==> src/hw/wdt_regs.svh <==
// Purpose: Register offsets, field positions, reset values and timing counts of the watchdog.
// Assumes: APB byte addresses, one 32-bit word per register.
// Notes:
// Summary of operation
// - The timeout counter is 32 bits wide and counts down once per prescaled tick while enabled.
// - A timeout can answer with a periodic interrupt request or with a system reset request.
// - Load value sits at 0x0000, live count at 0x0004 and control at 0x0008.
// - Reset values are load 0x00000000, count 0x0000FFFF and control 0x0000805C.
// - Untouched after reset the first timeout comes after about two thousand milliseconds.
// - A load value write copies into the counter only while the counting enable bit is one.
// - The live count register is read-only and returns the running counter value.
// - Reaching zero triggers whichever response is enabled, interrupt or reset.
// - After a load the counter goes on down from the value just written.
// - The counter base clock and its divider are chosen by control register fields.
// - A dedicated output flags each timeout event to surrounding logic.
// - Setting control bit 4 starts counting from the load value.
// - With control bit 6 set an underflow to zero asserts a system reset request.
// - Underflow sets a pending flag that any load value write clears.
// - In interrupt mode the counter reloads after underflow within five cycles.
`ifndef WDT_REGS_SVH
`define WDT_REGS_SVH

`define WDT_OFS_LOAD     8'h00
`define WDT_OFS_COUNT    8'h04
`define WDT_OFS_CTRL     8'h08
`define WDT_OFS_STAT     8'h0C
`define WDT_OFS_CLR      8'h10
`define WDT_OFS_IEN      8'h14

`define WDT_CTL_PRS_LSB  0
`define WDT_CTL_PRS_MSB  2
`define WDT_CTL_COUNTER_CLOCK_SOURCE_SELECT    3
`define WDT_CTL_EN       4
`define WDT_CTL_RE       6
`define WDT_CTL_IE       7
`define WDT_CTL_UF       8
`define WDT_CTL_DBG      15

`define WDT_ST_IRQ       0
`define WDT_ST_RST       1

`define WDT_RST_LOAD     32'h00000000
`define WDT_RST_COUNT    32'h0000FFFF
`define WDT_RST_CTRL     32'h0000805C

`define WDT_RELOAD_MAX   5

`endif

==> src/hw/wdt_pkg.sv <==
// Purpose: Shared types of the watchdog.
// Assumes: Constants live in wdt_regs.svh.
// Notes: States are one-hot.
package wdt_pkg;
	typedef enum logic [3:0] {
		st_stop    = 4'h1,
		st_count   = 4'h2,
		st_reload  = 4'h4,
		st_expired = 4'h8
	} cnt_state_t;

	typedef logic [2:0] prs_sel_t;
endpackage : wdt_pkg

==> src/hw/watchdog_down_counter.sv <==
// Purpose: Watchdog with 32-bit down counter, APB registers and interrupt or reset on timeout.
// Assumes: 125 MHz clock, synchronous active-high reset, ext_clk synchronous to clock.
// Notes: Every APB transfer takes exactly one access cycle.
//
// The implementer's own choice: the APB interface to the registers.
`timescale 1ns/1ps
`default_nettype none
`include "wdt_regs.svh"
module watchdog_down_counter (
	input  wire logic        clock,
	input  wire logic        sys_rst,
	input  wire logic        psel,
	input  wire logic        penable,
	input  wire logic        pwrite,
	input  wire logic [7:0]  paddr,
	input  wire logic [31:0] pwdata,
	output var  logic [31:0] prdata,
	output var  logic        pready,
	output var  logic        pslverr,
	input  wire logic        ext_clk,
	input  wire logic        debug_halt,
	output var  logic        irq,
	output var  logic        sys_reset_req,
	output var  logic        timeout_event
);
	wdt_pkg::cnt_state_t state_ff;
	wdt_pkg::cnt_state_t nxt_state;
	logic [31:0]         load_ff;
	logic [31:0]         cnt_ff;
	logic [31:0]         cnt_view_ff;
	wdt_pkg::prs_sel_t   prs_ff;
	logic                counter_clock_source_select_ff;
	logic                en_ff;
	logic                re_ff;
	logic                ie_ff;
	logic                uf_ff;
	logic                dbg_ff;
	logic [1:0]          stat_ff;
	logic [1:0]          ien_ff;
	logic                irq_ff;
	logic                rst_req_ff;
	logic                tout_ff;
	logic [31:0]         prdata_ff;
	logic                pready_ff;
	logic                pslverr_ff;

	logic [31:0]         nxt_load;
	logic [31:0]         nxt_cnt;
	wdt_pkg::prs_sel_t   nxt_prs;
	logic                nxt_counter_clock_source_select;
	logic                nxt_en;
	logic                nxt_re;
	logic                nxt_ie;
	logic                nxt_uf;
	logic                nxt_dbg;
	logic [1:0]          nxt_stat;
	logic [1:0]          nxt_ien;
	logic                nxt_rst_req;
	logic [31:0]         nxt_prdata;
	logic                nxt_pready;
	logic                nxt_pslverr;

	logic                tick;
	logic                run;
	logic                setup;
	logic                wr;
	logic                load_wr;
	logic                underflow;
	logic [31:0]         ctl_word;

	// Bit 15 set stops counting while the core is halted for debug.
	assign run = en_ff & ~(dbg_ff & debug_halt);

	wdt_prescaler u_prescaler (
		.clock   (clock),
		.sys_rst (sys_rst),
		.ext_clk (ext_clk),
		.src_sel (counter_clock_source_select_ff),
		.prs_sel (prs_ff),
		.run     (run),
		.tick    (tick)
	);

	always_comb begin
		ctl_word                                       = 32'h00000000;
		ctl_word[`WDT_CTL_PRS_MSB:`WDT_CTL_PRS_LSB]    = prs_ff;
		ctl_word[`WDT_CTL_COUNTER_CLOCK_SOURCE_SELECT]                       = counter_clock_source_select_ff;
		ctl_word[`WDT_CTL_EN]                          = en_ff;
		ctl_word[`WDT_CTL_RE]                          = re_ff;
		ctl_word[`WDT_CTL_IE]                          = ie_ff;
		ctl_word[`WDT_CTL_UF]                          = uf_ff;
		ctl_word[`WDT_CTL_DBG]                         = dbg_ff;
	end

	// APB: setup phase registers read data and ready, access phase commits writes.
	always_comb begin
		setup       = psel & ~penable;
		wr          = psel & penable & pwrite & pready_ff;
		load_wr     = wr & (paddr == `WDT_OFS_LOAD);
		nxt_pready  = setup;
		nxt_pslverr = 1'b0;
		nxt_prdata  = prdata_ff;
		if (setup) begin
			nxt_prdata = 32'h00000000;
			unique case (paddr)
				`WDT_OFS_LOAD:  nxt_prdata = pwrite ? 32'h00000000 : load_ff;
				`WDT_OFS_COUNT: nxt_prdata = pwrite ? 32'h00000000 : cnt_view_ff;
				`WDT_OFS_CTRL:  nxt_prdata = pwrite ? 32'h00000000 : ctl_word;
				`WDT_OFS_STAT:  nxt_prdata = pwrite ? 32'h00000000 : {30'h0, stat_ff};
				`WDT_OFS_CLR:   nxt_prdata = 32'h00000000;
				`WDT_OFS_IEN:   nxt_prdata = pwrite ? 32'h00000000 : {30'h0, ien_ff};
				default:        nxt_pslverr = 1'b1;
			endcase
		end
	end

	// Control and load registers; the live count has no write path.
	always_comb begin
		nxt_load  = load_ff;
		nxt_prs   = prs_ff;
		nxt_counter_clock_source_select = counter_clock_source_select_ff;
		nxt_en    = en_ff;
		nxt_re    = re_ff;
		nxt_ie    = ie_ff;
		nxt_dbg   = dbg_ff;
		nxt_ien   = ien_ff;
		if (load_wr) begin
			nxt_load = pwdata;
		end
		if (wr && paddr == `WDT_OFS_CTRL) begin
			nxt_prs   = pwdata[`WDT_CTL_PRS_MSB:`WDT_CTL_PRS_LSB];
			nxt_counter_clock_source_select = pwdata[`WDT_CTL_COUNTER_CLOCK_SOURCE_SELECT];
			nxt_en    = pwdata[`WDT_CTL_EN];
			nxt_re    = pwdata[`WDT_CTL_RE];
			nxt_ie    = pwdata[`WDT_CTL_IE];
			nxt_dbg   = pwdata[`WDT_CTL_DBG];
		end
		if (wr && paddr == `WDT_OFS_IEN) begin
			nxt_ien = pwdata[1:0];
		end
	end

	// Counter state machine.
	always_comb begin
		nxt_state = state_ff;
		nxt_cnt   = cnt_ff;
		underflow = 1'b0;
		unique case (state_ff)
			wdt_pkg::st_stop: begin
				if (en_ff) begin
					nxt_cnt   = load_ff;
					nxt_state = wdt_pkg::st_count;
				end
			end
			wdt_pkg::st_count: begin
				if (!en_ff) begin
					nxt_state = wdt_pkg::st_stop;
				end else if (tick) begin
					if (cnt_ff <= 32'h00000001) begin
						nxt_cnt   = 32'h00000000;
						underflow = 1'b1;
						nxt_state = ie_ff ? wdt_pkg::st_reload : wdt_pkg::st_expired;
					end else begin
						nxt_cnt = cnt_ff - 32'h00000001;
					end
				end
			end
			wdt_pkg::st_reload: begin
				nxt_cnt   = load_ff;
				nxt_state = en_ff ? wdt_pkg::st_count : wdt_pkg::st_stop;
			end
			wdt_pkg::st_expired: begin
				if (!en_ff) begin
					nxt_state = wdt_pkg::st_stop;
				end
			end
		endcase
		// A kick while enabled restarts the count from the written value.
		if (load_wr && en_ff) begin
			nxt_cnt   = pwdata;
			nxt_state = wdt_pkg::st_count;
		end
	end

	// Events: hardware set wins over a same-cycle clear.
	always_comb begin
		nxt_uf = underflow | (uf_ff & ~load_wr);
		nxt_stat = stat_ff;
		if (wr && paddr == `WDT_OFS_CLR) begin
			nxt_stat = stat_ff & ~pwdata[1:0];
		end
		nxt_stat[`WDT_ST_IRQ] = nxt_stat[`WDT_ST_IRQ] | (underflow & ie_ff);
		nxt_stat[`WDT_ST_RST] = nxt_stat[`WDT_ST_RST] | (underflow & re_ff);
		// The reset request stays up until the system reset arrives.
		nxt_rst_req = rst_req_ff | (underflow & re_ff);
	end

	always_ff @(posedge clock) begin
		if (sys_rst) begin
			state_ff    <= wdt_pkg::st_count;
			load_ff     <= `WDT_RST_LOAD;
			cnt_ff      <= `WDT_RST_COUNT;
			cnt_view_ff <= `WDT_RST_COUNT;
			prs_ff      <= 3'(`WDT_RST_CTRL >> `WDT_CTL_PRS_LSB);
			counter_clock_source_select_ff    <= 1'(`WDT_RST_CTRL >> `WDT_CTL_COUNTER_CLOCK_SOURCE_SELECT);
			en_ff       <= 1'(`WDT_RST_CTRL >> `WDT_CTL_EN);
			re_ff       <= 1'(`WDT_RST_CTRL >> `WDT_CTL_RE);
			ie_ff       <= 1'(`WDT_RST_CTRL >> `WDT_CTL_IE);
			uf_ff       <= 1'(`WDT_RST_CTRL >> `WDT_CTL_UF);
			dbg_ff      <= 1'(`WDT_RST_CTRL >> `WDT_CTL_DBG);
			stat_ff     <= 2'h0;
			ien_ff      <= 2'h0;
			irq_ff      <= 1'b0;
			rst_req_ff  <= 1'b0;
			tout_ff     <= 1'b0;
			prdata_ff   <= 32'h00000000;
			pready_ff   <= 1'b0;
			pslverr_ff  <= 1'b0;
		end else begin
			state_ff    <= nxt_state;
			load_ff     <= nxt_load;
			cnt_ff      <= nxt_cnt;
			cnt_view_ff <= cnt_ff;
			prs_ff      <= nxt_prs;
			counter_clock_source_select_ff    <= nxt_counter_clock_source_select;
			en_ff       <= nxt_en;
			re_ff       <= nxt_re;
			ie_ff       <= nxt_ie;
			uf_ff       <= nxt_uf;
			dbg_ff      <= nxt_dbg;
			stat_ff     <= nxt_stat;
			ien_ff      <= nxt_ien;
			irq_ff      <= |(stat_ff & ien_ff);
			rst_req_ff  <= nxt_rst_req;
			tout_ff     <= underflow;
			prdata_ff   <= nxt_prdata;
			pready_ff   <= nxt_pready;
			pslverr_ff  <= nxt_pslverr;
		end
	end

	assign prdata        = prdata_ff;
	assign pready        = pready_ff;
	assign pslverr       = pslverr_ff;
	assign irq           = irq_ff;
	assign sys_reset_req = rst_req_ff;
	assign timeout_event = tout_ff;
endmodule : watchdog_down_counter
`default_nettype wire

==> src/hw/wdt_prescaler.sv <==
// Purpose: Counter tick generator: source select and divide by 1, 4, 8 .. 256.
// Assumes: ext_clk is a slow level synchronous to clock.
// Notes: The tick is a one-cycle enable; the counter stays on the single clock.
`timescale 1ns/1ps
`default_nettype none
module wdt_prescaler (
	input  wire logic            clock,
	input  wire logic            sys_rst,
	input  wire logic            ext_clk,
	input  wire logic            src_sel,
	input  wire wdt_pkg::prs_sel_t prs_sel,
	input  wire logic            run,
	output var  logic            tick
);
	logic       ext_q_ff;
	logic [7:0] div_ff;
	logic       tick_ff;
	logic       nxt_ext_q;
	logic [7:0] nxt_div;
	logic       nxt_tick;
	logic       src_tick;
	logic [7:0] term;

	always_comb begin
		nxt_ext_q = ext_clk;
		src_tick  = src_sel ? (ext_clk & ~ext_q_ff) : 1'b1;
		if (prs_sel == 3'h0) begin
			term = 8'h00;
		end else begin
			term = 8'((9'h001 << ({1'b0, prs_sel} + 4'h1)) - 9'h001);
		end
		nxt_div  = div_ff;
		nxt_tick = 1'b0;
		if (!run) begin
			nxt_div = 8'h00;
		end else if (src_tick) begin
			if (div_ff >= term) begin
				nxt_div  = 8'h00;
				nxt_tick = 1'b1;
			end else begin
				nxt_div = div_ff + 8'h01;
			end
		end
	end

	always_ff @(posedge clock) begin
		if (sys_rst) begin
			// Starting high keeps a pin that is already high at release from counting as an edge.
			ext_q_ff <= 1'b1;
			div_ff   <= 8'h00;
			tick_ff  <= 1'b0;
		end else begin
			ext_q_ff <= nxt_ext_q;
			div_ff   <= nxt_div;
			tick_ff  <= nxt_tick;
		end
	end

	assign tick = tick_ff;
endmodule : wdt_prescaler
`default_nettype wire

==> config.mk <==
export PLATFORM = sky130hd
export DESIGN_NAME = watchdog_down_counter
export DESIGN_NICKNAME = d
export VERILOG_FILES = /design/src/hw/wdt_pkg.sv /design/src/hw/watchdog_down_counter.sv /design/src/hw/wdt_prescaler.sv
export VERILOG_INCLUDE_DIRS = /design/src /design/src/hw
export SDC_FILE = /design/constraint.sdc
export NUM_CORES = 1
export LEC_CHECK = 0
export BUFFER_PORTS_ARGS = -buffer_cell sky130_fd_sc_hd__buf_4
export CAP_MARGIN = 25
export CORE_MARGIN = 2
export CORE_UTILIZATION = 50
export DETAILED_ROUTE_END_ITERATION = 7
export GPL_ROUTABILITY_DRIVEN = 0
export PLACE_DENSITY_LB_ADDON = 0.1
export SETUP_SLACK_MARGIN = 0.02
export SKIP_CTS_REPAIR_TIMING = 1
export SYNTH_ARGS = -nofsm -noshare
export SYNTH_HDL_FRONTEND = slang
export SYNTH_SLANG_ARGS = --single-unit
==> constraint.sdc <==
create_clock -name clock -period 2.9 [get_ports clock]
set_input_delay 0 -clock clock [delete_from_list [all_inputs] [get_ports clock]]
set_output_delay 0 -clock clock [all_outputs]
set_load 0.01 [all_outputs]
Word level (Yosys, flattened, before mapping)
Index checks and enable logic that the tools add are counted.

word-level totals
  bits in registers = 160
  latch bits = 0
  bits in writable memories = 0
  memory bits (read-only) = 0
  logic and storage cells = 115
  memories = 0

cells by class
  add/subtract/negate cells = 4
  multiply operators = 0
  divide/modulo/power cells = 0
  $lt $le $gt $ge = 2
  eq/ne operators = 16
  shifts and indexed selects = 1
  multiplexer cells = 30
  bitwise gates (word level) = 25
  reductions and logical operators = 15

operators with widths
  cell                                                              number
  2-to-1 mux 32 bit                                                 7
  case mux 32 bit (5 select lines)                                  1
  case mux 32 bit (3 select lines)                                  1
  less-or-equal comparator 32 x 1 -> 1 bit (second input constant)  1
  subtractor 32 x 1 -> 32 bit (second input constant)               1
  2-to-1 mux 4 bit                                                  6
  equality test 8 x 4 -> 1 bit (second input constant)              2
  equality test 8 x 5 -> 1 bit (second input constant)              2
  2-to-1 mux 16 bit                                                 1
  2-to-1 mux 8 bit                                                  2
  case mux 4 bit (4 select lines)                                   1
  bitwise AND 1 bit                                                 11
  inequality test 3 bit (second input constant)                     3
  adder 8 x 1 -> 8 bit (second input constant)                      1
  equality test 8 x 3 -> 1 bit (second input constant)              1
  >= comparator 8 bit                                               1
  zero test 8 bit                                                   1
  2-to-1 mux 2 bit                                                  4
  AND reduction 4 bit                                               2
  OR reduction 2 bit                                                4
  << shifter 1 x 4 -> 8 bit (first input constant)                  1
  subtractor 8 x 1 -> 8 bit (second input constant)                 1
  2-to-1 mux 1 bit                                                  7
  inverter 1 bit                                                    7
  other kinds (15)                                                  24

Logic depth before layout (Yosys ltp)
Gate-level depths: netlist of the first run.

  depth in word-level cells = 7
  gate-level depth with buffers = 10
  mapped depth without buffers = 8

By module
Synthesis of the first run repeated with hierarchy kept, for this count alone.

second synthesis, totals
  cell total of the unflattened synthesis = 948
  area total of the unflattened synthesis = 7,764.9 um^2

by module, submodules not included
  module                 instances  cells an instance  area an instance (um^2)  seq. area each (um^2)
  watchdog_down_counter  1          875                7,063.0                  3,002.9
  wdt_prescaler          1          73                 701.9                    200.2

Worst setup path before layout of the first run
Ideal clock, no wire load.

  kind = flip-flop to flip-flop
  start = reg cnt_ff[12]
  end = reg cnt_ff[20]
  arrival = 2.411 ns
  slack = 0.360 ns
  stages on the path, launching flop included = 10
  buffers on the path = 3
  clock period less this slack = 2.540 ns
  cell sequence = dfxtp_1 or4_1 buf_2 or4_4 o31a_1 buf_6 buf_6 a32o_1 nand3b_1 o31ai_1

on the way
  cells in the longest elaborated chain, start to end = 6
  elaborated cells between the ends (all ways) = 7
  those cells by class = add/sub: 1; order compare: 1; mux: 5

ends and longest elaborated chain
  item                                                                                     line                                                        source
  from (decl)                                                                              watchdog_down_counter.sv:29                                 logic [31:0] cnt_ff;
  from (signal assigned)                                                                   watchdog_down_counter.sv:202                                cnt_ff <= `WDT_RST_COUNT;
  from (signal assigned)                                                                   watchdog_down_counter.sv:222                                cnt_ff <= nxt_cnt;
  subtractor 32 x 1 -> 32 bit or less-or-equal comparator 32 x 1 -> 1 bit (tied branches)  watchdog_down_counter.sv:164, watchdog_down_counter.sv:159
  2-to-1 mux 32 bit *                                                                      watchdog_down_counter.sv:159                                if (cnt_ff <= 32'h00000001) begin
  2-to-1 mux 32 bit *                                                                      watchdog_down_counter.sv:158                                end else if (tick) begin
  2-to-1 mux 32 bit *                                                                      watchdog_down_counter.sv:156                                if (!en_ff) begin
  case mux 32 bit (3 select lines) *                                                       watchdog_down_counter.sv:148                                unique case (state_ff)
  2-to-1 mux 32 bit *                                                                      watchdog_down_counter.sv:179                                if (load_wr && en_ff) begin

Mark *: on every way between the ends. The rest lies on a longest branch, timed or not. The select of a mux whose other input is x is not followed.
A chain may end at the register's enable or synchronous reset.

Worst setup path in the final report of the first run
  start = reg cnt_ff[16]
  end = reg cnt_ff[4]

on the way
  cells in the longest elaborated chain, start to end = 6

ends and longest elaborated chain
  item                                      line
  less-or-equal comparator 32 x 1 -> 1 bit  watchdog_down_counter.sv:159
  2-to-1 mux 32 bit                         watchdog_down_counter.sv:159
  2-to-1 mux 32 bit                         watchdog_down_counter.sv:158
  2-to-1 mux 32 bit                         watchdog_down_counter.sv:156
  case mux 32 bit (3 select lines)          watchdog_down_counter.sv:148
  2-to-1 mux 32 bit                         watchdog_down_counter.sv:179

No other way between the ends. The select of a mux whose other input is x is not followed.

==> results of run 1 <==
==> layout make-up <==
cell class / instances / area share [%]
clock buffers: 19 / 4.866
clock inverters: 13 / 1.747
inverters: 12 / 0.4839
multi-input cells: 655 / 43.04
flip-flops and latches: 160 / 34.41
well taps: 184 / 2.473
repair buffers: 150 / 12.98
==> registers in the layout, indices dropped and copies added (netlist names) <==
register / cells
cnt_ff: 32
cnt_view_ff: 32
counter_clock_source_select_ff: 1
dbg_ff: 1
en_ff: 1
ie_ff: 1
ien_ff: 2
irq: 1
load_ff: 32
prdata: 32
pready: 1
prs_ff: 3
pslverr: 1
re_ff: 1
stat_ff: 2
state_ff: 4
sys_reset_req: 1
timeout_event: 1
u_prescaler.div_ff: 8
u_prescaler.ext_q_ff: 1
u_prescaler.tick: 1
uf_ff: 1
==> how the worst max path moves through the flow <==
stage                            startpoint                      end
floorplan           cnt_ff[12]$_SDFFE_PP1P_  cnt_ff[20]$_SDFFE_PP0P_
global placement    cnt_ff[12]$_SDFFE_PP1P_  cnt_ff[15]$_SDFFE_PP1P_
detailed placement  cnt_ff[12]$_SDFFE_PP1P_   cnt_ff[4]$_SDFFE_PP1P_
CTS                 cnt_ff[16]$_SDFFE_PP0P_   cnt_ff[4]$_SDFFE_PP1P_
global route        cnt_ff[12]$_SDFFE_PP1P_   cnt_ff[9]$_SDFFE_PP1P_
finish              cnt_ff[16]$_SDFFE_PP0P_   cnt_ff[4]$_SDFFE_PP1P_
==> critical path: cells and delay by family, from the launching register on <==
kind | cells | cell delay (ns)
AOI/OAI and AO/OA | 3 | 0.80
buffers and inverters | 1 | 0.27
DFF | 1 | 0.36
and+or+nand+nor | 2 | 1.17
==> cells in the final DEF, fill, tap and decap left out, types with 5 or more instances in the layout <==
| cell | count |
|---|---|
| clkbuf_16 | 17 |
| ha_1 | 11 |
| nor3_1 | 22 |
| nand3_1 | 24 |
| xnor2_1 | 7 |
| o211ai_1 | 6 |
| nand2_1 | 108 |
| nor4_1 | 15 |
| a211o_1 | 7 |
| inv_1 | 12 |
| xor2_1 | 15 |
| or3_1 | 9 |
| a21oi_1 | 74 |
| nor2_1 | 82 |
| a2bb2oi_1 | 23 |
| buf_4 | 117 |
| o21ai_0 | 30 |
| mux2i_1 | 13 |
| a211oi_1 | 10 |
| or2_2 | 18 |
| nor2b_1 | 20 |
| a221oi_2 | 14 |
| or4_1 | 9 |
| nand4_1 | 6 |
| nand2b_1 | 5 |
| a22oi_1 | 37 |
| and3_1 | 8 |
| dfxtp_1 | 160 |
| dlygate4sd3_1 | 33 |
| o21ai_1 | 19 |
==> layer usage <==
metal / wire length, um / vias up / track usage (%)
li1: - / 3446 / -
met3: 1294 / 37 / 5.652
met1: 10120 / 3504 / 37.35
met2: 10530 / 284 / 43.85
met5: 0 / - / 0
met4: 322 / 0 / 7.175
==> cell families after synthesis <==
kind of cell	share of synthesized area [%]
fa+ha+maj	1.828
xor+xnor	2.560
buf+inv	4.388
flops	42.55
simple gates	22.07
mux	2.028
compound gates	24.57
==> report_power, final <==
part	leakage [nW]	internal [mW]	total, mW	switching [mW]
logic	1.97	0.0964	0.206	0.110
clock network	0.295	1.40	2.34	0.939
registers	1.29	2.20	2.20	0.00100
total	3.55	3.69	4.75	1.05
==> per-stage QoR <==
stage	total power, mW	utilization, %	hold WS (ns)	cell area [um^2]
after detailed placement	2.417	57.10	0.2019	8362
after floorplan	2.320	-	0.1038	7527
final	4.745	63.57	-0.02646	9309
after CTS	4.725	61.30	-0.2455	8977
after global routing	4.877	63.57	0.01412	9309
after global placement	2.415	57.10	0.1948	8362
==> impl_metrics.csv, run 1 <==
group,metric,value,unit
yosys,synthFlopType,"dfxtp_1",
global_routing,overflow,0,
clock_network,clock_path_buffers,2,
routing,wl_per_cell,18.66,um
outcome,violations,"hold timing",
die,die_area,16050,um^2
yosys,synth.area.top_cells,"dfxtp_1 (43%), nand2_1 (5.4%), a21oi_1 (4.9%)",
hold_path,holdPathStages,4,
clock_network,clkSinkCount,160,
worst_setup_path,rrSetupSlack,0.18,ns
global_routing,grt_pass1_wl,34960,um
routing,drc,0,
finish,seq_area,3203,um^2
yosys,ys_async_sr_fraction,0,%
worst_setup_path,cp.required,3.22,ns
timing,fin_crit,2.720,ns
outcome,outcome,"finished with violations",
die,io_pins,84,
die,start_util,51.40,%
finish,final_net_count,1054,
global_routing,grt_max_degree,50,
worst_setup_path,r2r-end,"cnt_ff[4]$_SDFFE_PP1P_",
die,core_area,14640,um^2
timing,tightestPinTransition,0.8821,ns
worst_setup_path,path_cells,"or4_1 -> or4_4 -> o31a_2 -> buf_4 -> a221oi_2 -> o21ai_1",
clock_network,cts.clk_slew.worst_paths,0.06,ns
die,fp-row-count,44,
global_routing,antenna_found_initial,0,
yosys,syn-instance-count,896,
yosys,ys_seq_area_share,42.55,%
worst_setup_path,r2r-start,"cnt_ff[16]$_SDFFE_PP0P_",
yosys,yosysTopAreaCellShare,42.55,%
finish,stdcell_count,1193,
timing,skew,0.007999,ns
worst_setup_path,endpoint_kind,"register",
worst_setup_path,max_stage_delay,0.59,ns
hold_path,hp-start,"pwrite",
pwr,leakagePower,3.552,nW
timing,slew_viol_final,0,
timing,hold_violations,2,
finish,drive_gt1_share,18.93,%
worst_setup_path,arrival,3.04,ns
clock_network,numCtsBuffers,17,
placed_design,dp_hpwl,15040,um
finish,nFillCells,1255,
yosys,synth_fp_nets,954,
yosys,synthMostInstantiatedCell,"dfxtp_1",
clock_network,clk_latency,0.43,ns
timing,rsz0062_at_grt,"no",
routing,routed_wl,22260,um
routing,vias,7271,
timing,fin_ws,0.1800,ns
worst_setup_path,cp_max_fo,15,
yosys,yosys_warnings,0,
pwr,power.density,509.7,nW/um^2
timing,fmax,367.7,MHz
finish,area_growth,23.67,%
run,drv_cap,0,
timing,finalSetupTns,0,ns
yosys,syn_area,7527,um^2
timing,setup_viol,0,
yosys,synth-edff-count,0,
die,die_w,126.7,um
timing,hold_ws,-0.02646,ns
yosys,ys_types,64,
global_routing,grtUsageTotal,27.17,%
timing,fin_crit_sh,93.79,%
worst_setup_path,setup.worst_path.class,"register to register",
worst_setup_path,r2r_cells,6,
yosys,synth-seq-cells,160,
timing,maxSlewHeadroom,41.19,%
finish,n_antenna_cell,0,
hold_path,hold_class,"input port to register",
worst_setup_path,critPathLaunchType,"register",
die,die_h,126.7,um
placed_design,pre_cts_slack,0.1528,ns
clock_network,cts_tree,"done",
pwr,peakVddDrop,0.4262,mV
clock_network,htree_num_levels,4,
routing,viasPerCell,6.095,
finish,multi_input_area,4006,um^2
routing,drt_pre_antenna_iters,7,
clock_network,clock-root-buffer,"clkbuf_16",
yosys,synth_area_leader_cell,"dfxtp_1",
routing,drtIter0Drc,760,
yosys,synth_commonest_cells,"dfxtp_1 (160), nand2_1 (108), nor2_1 (83)",
routing,antenna_left,0,
yosys,syn_avg_cell_area,8.401,um^2
placed_design,port_buffers,83,
placed_design,dp_cells,1128,
worst_setup_path,cpMaxStageDelayCell,"or4_1",
global_routing,grt_pass1_vias,6787,
hold_path,holdPathEnd,"prdata[0]$_SDFFE_PP0P_",
Note: power is estimated with default switching activity, not from simulation.
==> inputs of run 2 (changes only) <==
--- a/config.mk
+++ b/config.mk
@@ -6,6 +6,7 @@
 export SDC_FILE = /design/constraint.sdc
 export NUM_CORES = 1
 export LEC_CHECK = 0
+export ABC_AREA = 1
 export BUFFER_PORTS_ARGS = -buffer_cell sky130_fd_sc_hd__buf_4
 export CAP_MARGIN = 25
 export CORE_MARGIN = 2
==> run 2 against run 1 <==
Critical endpoint is now cnt_ff[25]$_SDFFE_PP0P_. Hold slack improved by 0.00096 ns. Fmax rose by 25%. Largest cell class unchanged. Sequential share of layout area down 1.2 points. Final cell count increased by 28%. Global-route usage down 0.71 points. Sequential cell count unchanged. Critical path type unchanged. Clock-buffer cell count is 1 lower. Design area up 3.6%. Area after synthesis increased by 5.3%. The flow still finishes with violations (hold timing). Register-to-register slack gained 0.54 ns. Highest routed layer unchanged.
==> impl_metrics.csv, run 2 <==
group,metric,value,unit
timing,setup_viol,0,
yosys,yosys_warnings,0,
die,fp-row-count,46,
worst_setup_path,crit_path_end,"cnt_ff[25]$_SDFFE_PP0P_",
worst_setup_path,path_cells,"nor2_1 -> nand3_2 -> nor2_1 -> nand3b_1 -> nand2_2 -> nand2_2 -> nor2_1 -> o21ai_1 -> nand2_1",
finish,nFillCells,1551,
die,core_area,15710,um^2
placed_design,port_buffers,83,
routing,wl_per_cell,14.47,um
global_routing,grt_max_degree,68,
placed_design,dp_hpwl,15310,um
finish,n_antenna_cell,0,
worst_setup_path,cp.required,3.22,ns
die,start_util,50.45,%
global_routing,grtUsageTotal,26.46,%
yosys,synthFlopType,"dfxtp_1",
timing,fin_crit_sh,75.20,%
timing,slew_viol_final,0,
timing,skew,0.007310,ns
outcome,outcome,"finished with violations",
worst_setup_path,crit_start,"state_ff[2]$_SDFFE_PP0P_",
worst_setup_path,r2r-end,"cnt_ff[25]$_SDFFE_PP0P_",
yosys,yosysTopAreaCellShare,40.41,%
timing,fin_ws,0.7191,ns
worst_setup_path,max_stage_delay,0.52,ns
worst_setup_path,crit_top_cell,"nor2_1",
die,die_w,129.9,um
routing,drt_pre_antenna_iters,5,
yosys,synth_fp_nets,1259,
yosys,syn_area,7926,um^2
clock_network,cts.clk_slew.worst_paths,0.06,ns
yosys,synthMostInstantiatedCell,"nand2_1",
routing,antenna_left,0,
worst_setup_path,r2r_cells,9,
global_routing,overflow,0,
yosys,synth.area.top_cells,"dfxtp_1 (40%), nand2_1 (19%), nor2_1 (8.2%)",
global_routing,grt_pass1_vias,6770,
routing,vias,7675,
run,drv_cap,0,
yosys,syn-instance-count,1201,
clock_network,numCtsBuffers,17,
yosys,ys_types,39,
routing,routed_wl,22100,um
pwr,power.density,503.1,nW/um^2
timing,hold_violations,1,
finish,final_cell_mix,"nand2_1 (398), nor2_1 (173), dfxtp_1 (160)",
finish,drive_gt1_share,12.20,%
worst_setup_path,cp_max_fo,32,
yosys,synth-seq-cells,160,
yosys,synth-edff-count,0,
clock_network,clk_latency,0.43,ns
yosys,synth_commonest_cells,"nand2_1 (398), nor2_1 (173), dfxtp_1 (160)",
clock_network,clkSinkCount,160,
timing,fmax,458.5,MHz
worst_setup_path,cpMaxStageDelayCell,"nand2_2",
finish,layout_commonest_cell,"nand2_1",
timing,fin_crit,2.181,ns
pwr,leakagePower,4.390,nW
pwr,finalPower,4.853,mW
placed_design,pre_cts_slack,0.7790,ns
clock_network,clock_path_buffers,2,
timing,rsz0062_at_grt,"no",
routing,drc,0,
clock_network,clock-root-buffer,"clkbuf_16",
yosys,ys_async_sr_fraction,0,%
die,io_pins,84,
routing,viasPerCell,5.026,
yosys,syn_avg_cell_area,6.600,um^2
worst_setup_path,r2r-start,"state_ff[2]$_SDFFE_PP0P_",
worst_setup_path,rrSetupSlack,0.72,ns
timing,tightestPinTransition,0.7745,ns
timing,finalSetupTns,0,ns
clock_network,htree_num_levels,4,
pwr,peakVddDrop,0.4173,mV
die,die_h,129.9,um
global_routing,antenna_found_initial,0,
routing,drtIter0Drc,596,
timing,hold_ws,-0.02550,ns
finish,area_growth,21.69,%
timing,maxSlewHeadroom,48.37,%
worst_setup_path,critPathLaunchType,"register",
clock_network,cts_tree,"done",
hold_path,hold_class,"input port to register",
outcome,violations,"hold timing",
finish,final_net_count,1357,
worst_setup_path,setup.worst_path.class,"register to register",
worst_setup_path,arrival,2.50,ns
global_routing,grt_pass1_wl,34740,um
yosys,ys_seq_area_share,40.41,%
die,die_area,16880,um^2
yosys,synth_area_leader_cell,"dfxtp_1",
worst_setup_path,endpoint_kind,"register",
[run 2: report_power, final]
part           switching (mW)  leakage (nW)  internal, mW
combinational          0.0949          2.79        0.0876
clock                   0.941         0.312          1.53
sequential            0.00114          1.29          2.20
total                    1.04          4.39          3.82
[run 2: logic make-up after synthesis]
group / Yosys count / share of synthesized area, %
compound gates: 175 / 11.59
buf+inv: 161 / 8.366
xor+xnor: 28 / 3.094
simple gates: 666 / 34.81
flops: 160 / 40.41
fa+ha+maj: 11 / 1.736
[run 2: area by class of cell]
type	count	area [um^2]	area share [%]
clock buffers	18	429.2	4.449
repair buffers	127	1044	10.82
flip-flops and latches	160	3203	33.21
multi-input cells	880	4064	42.13
inverters	113	425.4	4.410
well taps	216	270.3	2.802
clock inverters	13	210.2	2.179
[run 2: how the worst min path moves through the flow]
stage	start	to	slack, ns	cells past startpoint
global route	paddr[6]	pslverr$_SDFF_PP0_	0.02	5
detailed placement	ext_clk	u_prescaler.ext_q_ff$_SDFF_PP1_	0.21	3
finish	paddr[6]	pslverr$_SDFF_PP0_	-0.03	5
CTS	ext_clk	u_prescaler.ext_q_ff$_SDFF_PP1_	-0.23	3
global placement	ext_clk	u_prescaler.ext_q_ff$_SDFF_PP1_	0.21	3
floorplan	ext_clk	u_prescaler.ext_q_ff$_SDFF_PP1_	0.12	2
[run 2: per-layer routing]
layer	global-route usage, %	vias to the layer above	wire length, um
met5	0	-	0
met4	8.159	0	390
met3	4.305	29	1212
met2	39.05	234	9413
met1	39.56	3464	11080
li1	-	3948	-
[run 2: stage by stage]
stage / instance area, um^2 / instances / util [%]
2_1_floorplan: 7926 / 1201 / -
3_3_place_gp: 8646 / 1460 / 55.02
3_5_place_dp: 8646 / 1460 / 55.02
4_1_cts: 9285 / 1491 / 59.09
5_1_grt: 9646 / 1527 / 61.39
6_report: 9646 / 1527 / 61.39
[run 2: worst max-delay path, delay by kind of cell, from the launching register on]
kind | cells | cell delay (ns)
flip-flops | 1 | 0.33
AND/OR/NAND/NOR | 8 | 1.60
AO/OA/AOI/OAI | 1 | 0.11
==> inputs of run 3 (changes only) <==
==> constraint.sdc (replaced) <==
create_clock -name clock -period 1.8 [get_ports clock]
set_input_delay 0 -clock clock [delete_from_list [all_inputs] [get_ports clock]]
set_output_delay 0 -clock clock [all_outputs]
set_load 0.01 [all_outputs]
==> run 3 against run 2 <==
Via count grew 3.4%. Global-route usage increased by 0.83 points. Non-clock buffer count increased by 51. The run still ends with hold timing left. First-iteration DRC count is 4.2% higher. Clock-buffer cell count up 4. Final cell count up 3.4%. Sequential cell count stayed put. Sequential power grew 61%.
==> impl_metrics.csv, run 3 (synthesis gave the netlist of run 2 again) <==
group,metric,value,unit
pwr,power.density,740.3,nW/um^2
routing,vias,7935,
worst_setup_path,crit_cells,12,
clock_network,cts_tree,"done",
worst_setup_path,arrival,2.00,ns
timing,maxSlewHeadroom,69.90,%
worst_setup_path,cpMaxStageDelayCell,"dfxtp_1",
die,fp-row-count,46,
finish,final_cell_mix,"nand2_1 (394), nor2_1 (162), dfxtp_1 (157)",
finish,layout_commonest_cell,"nand2_1",
timing,finalSetupTns,0,ns
worst_setup_path,cp_top_family,"simple AND/OR/NAND/NOR gates",
finish,multi_input_area,4178,um^2
clock_network,clk_latency,0.43,ns
die,start_util,50.45,%
timing,hold_ws,-0.02420,ns
routing,routed_wl,23050,um
routing,drtIter0Drc,621,
timing,fin_ws,0.1104,ns
global_routing,grtUsageTotal,27.29,%
die,core_area,15710,um^2
worst_setup_path,cp.required,2.11,ns
timing,fin_crit_sh,93.87,%
hold_path,hp-start,"paddr[6]",
timing,tightestPinTransition,0.4515,ns
global_routing,overflow,0,
die,die_h,129.9,um
worst_setup_path,r2r_cells,12,
timing,setup_viol,0,
global_routing,antenna_found_initial,0,
worst_setup_path,path_cells,"inv_1 -> ha_4 -> nand2_4 -> nor2_8 -> nand2_2 -> nand2_2 -> nand2_4 -> nand2_8 -> buf_4 -> nor2_1 -> o21ai_1 -> nand2_1",
placed_design,port_buffers,83,
worst_setup_path,crit_path_end,"cnt_ff[18]$_SDFFE_PP0P_",
clock_network,htree_num_levels,4,
timing,hold_violations,1,
routing,drc,0,
global_routing,grt_pass1_wl,35760,um
placed_design,dp_hpwl,16340,um
global_routing,grt_max_degree,43,
global_routing,grt_pass1_vias,6929,
outcome,outcome,"finished with violations",
routing,wl_per_cell,14.60,um
worst_setup_path,rrSetupSlack,0.11,ns
worst_setup_path,crit_start,"cnt_ff[0]$_SDFFE_PP1P_",
finish,drive_gt1_share,17.31,%
timing,fin_crit,1.690,ns
pwr,leakagePower,4.659,nW
run,drv_cap,0,
clock_network,clock-root-buffer,"clkbuf_16",
timing,slew_viol_final,0,
pwr,finalPower,7.554,mW
worst_setup_path,endpoint_kind,"register",
die,die_area,16880,um^2
hold_path,hold_class,"input port to register",
die,die_w,129.9,um
pwr,peakVddDrop,0.6676,mV
clock_network,cts.clk_slew.worst_paths,0.06,ns
routing,antenna_left,0,
clock_network,numCtsBuffers,17,
finish,final_net_count,1408,
placed_design,pre_cts_slack,-0.03822,ns
clock_network,clkSinkCount,160,
clock_network,clock_path_buffers,2,
finish,seq_area,3212,um^2
timing,skew,0.009755,ns
timing,rsz0062_at_grt,"yes",
worst_setup_path,critPathLaunchType,"register",
routing,viasPerCell,5.025,
worst_setup_path,setup.worst_path.class,"register to register",
worst_setup_path,r2r-start,"cnt_ff[0]$_SDFFE_PP1P_",
outcome,violations,"hold timing",
timing,fmax,591.9,MHz
finish,n_antenna_cell,0,
die,io_pins,84,
worst_setup_path,critical_path.n_buffers_inverters,2,
worst_setup_path,max_stage_delay,0.31,ns
worst_setup_path,cp_max_fo,12,
routing,drt_pre_antenna_iters,7,
worst_setup_path,r2r-end,"cnt_ff[18]$_SDFFE_PP0P_",
finish,area_growth,28.73,%
finish,nFillCells,1445,
run 3: cell type report:
type / count / share of cell area (%)
clock buffer: 22 / 4.647
clock inverter: 10 / 1.214
inverter: 113 / 4.181
multi-input combinational: 880 / 40.94
sequential: 160 / 31.48
tap: 216 / 2.649
timing repair buffer: 178 / 14.89
run 3: how the worst min path moves through the flow:
stage | to | slack [ns] | cells after the start
2_1_floorplan | u_prescaler.ext_q_ff$_SDFF_PP1_ | 0.12 | 2
3_3_place_gp | u_prescaler.ext_q_ff$_SDFF_PP1_ | 0.21 | 3
3_5_place_dp | u_prescaler.ext_q_ff$_SDFF_PP1_ | 0.22 | 3
4_1_cts | u_prescaler.ext_q_ff$_SDFF_PP1_ | -0.23 | 3
5_1_grt | pslverr$_SDFF_PP0_ | 0.02 | 5
6_report | pslverr$_SDFF_PP0_ | -0.02 | 5
run 3: through the flow:
stage                     cells  util, %  area (um^2)
after floorplan            1201        -         7926
after global placement     1504    57.68         9064
after detailed placement   1504    57.68         9064
after CTS                  1536    61.49         9662
after global routing       1579    64.94        10200
final                      1579    64.94        10200
run 3: tightest hold or removal path: stages:
cell,delay (ns)
buf_4,0.07
nor2_1,0.04
nand3_1,0.06
inv_1,0.06
a21oi_1,0.13
run 3: layer usage:
layer / global-route usage (%) / vias to the layer above / share of wire, %
met2: 39.54 / 217 / 42
li1: - / 4064 / -
met3: 6.068 / 25 / 6.1
met1: 40.55 / 3629 / 50
met4: 7.970 / 0 / 1.8
met5: 0 / - / 0
run 3: report_power, final:
| part | switching, mW | internal, mW | leakage (nW) | total [mW] |
|---|---|---|---|---|
| Sequential | 0.00185 | 3.54 | 1.29 | 3.54 |
| Combinational | 0.159 | 0.154 | 3.08 | 0.314 |
| Clock | 1.53 | 2.17 | 0.288 | 3.70 |
| Total | 1.69 | 5.86 | 4.66 | 7.55 |
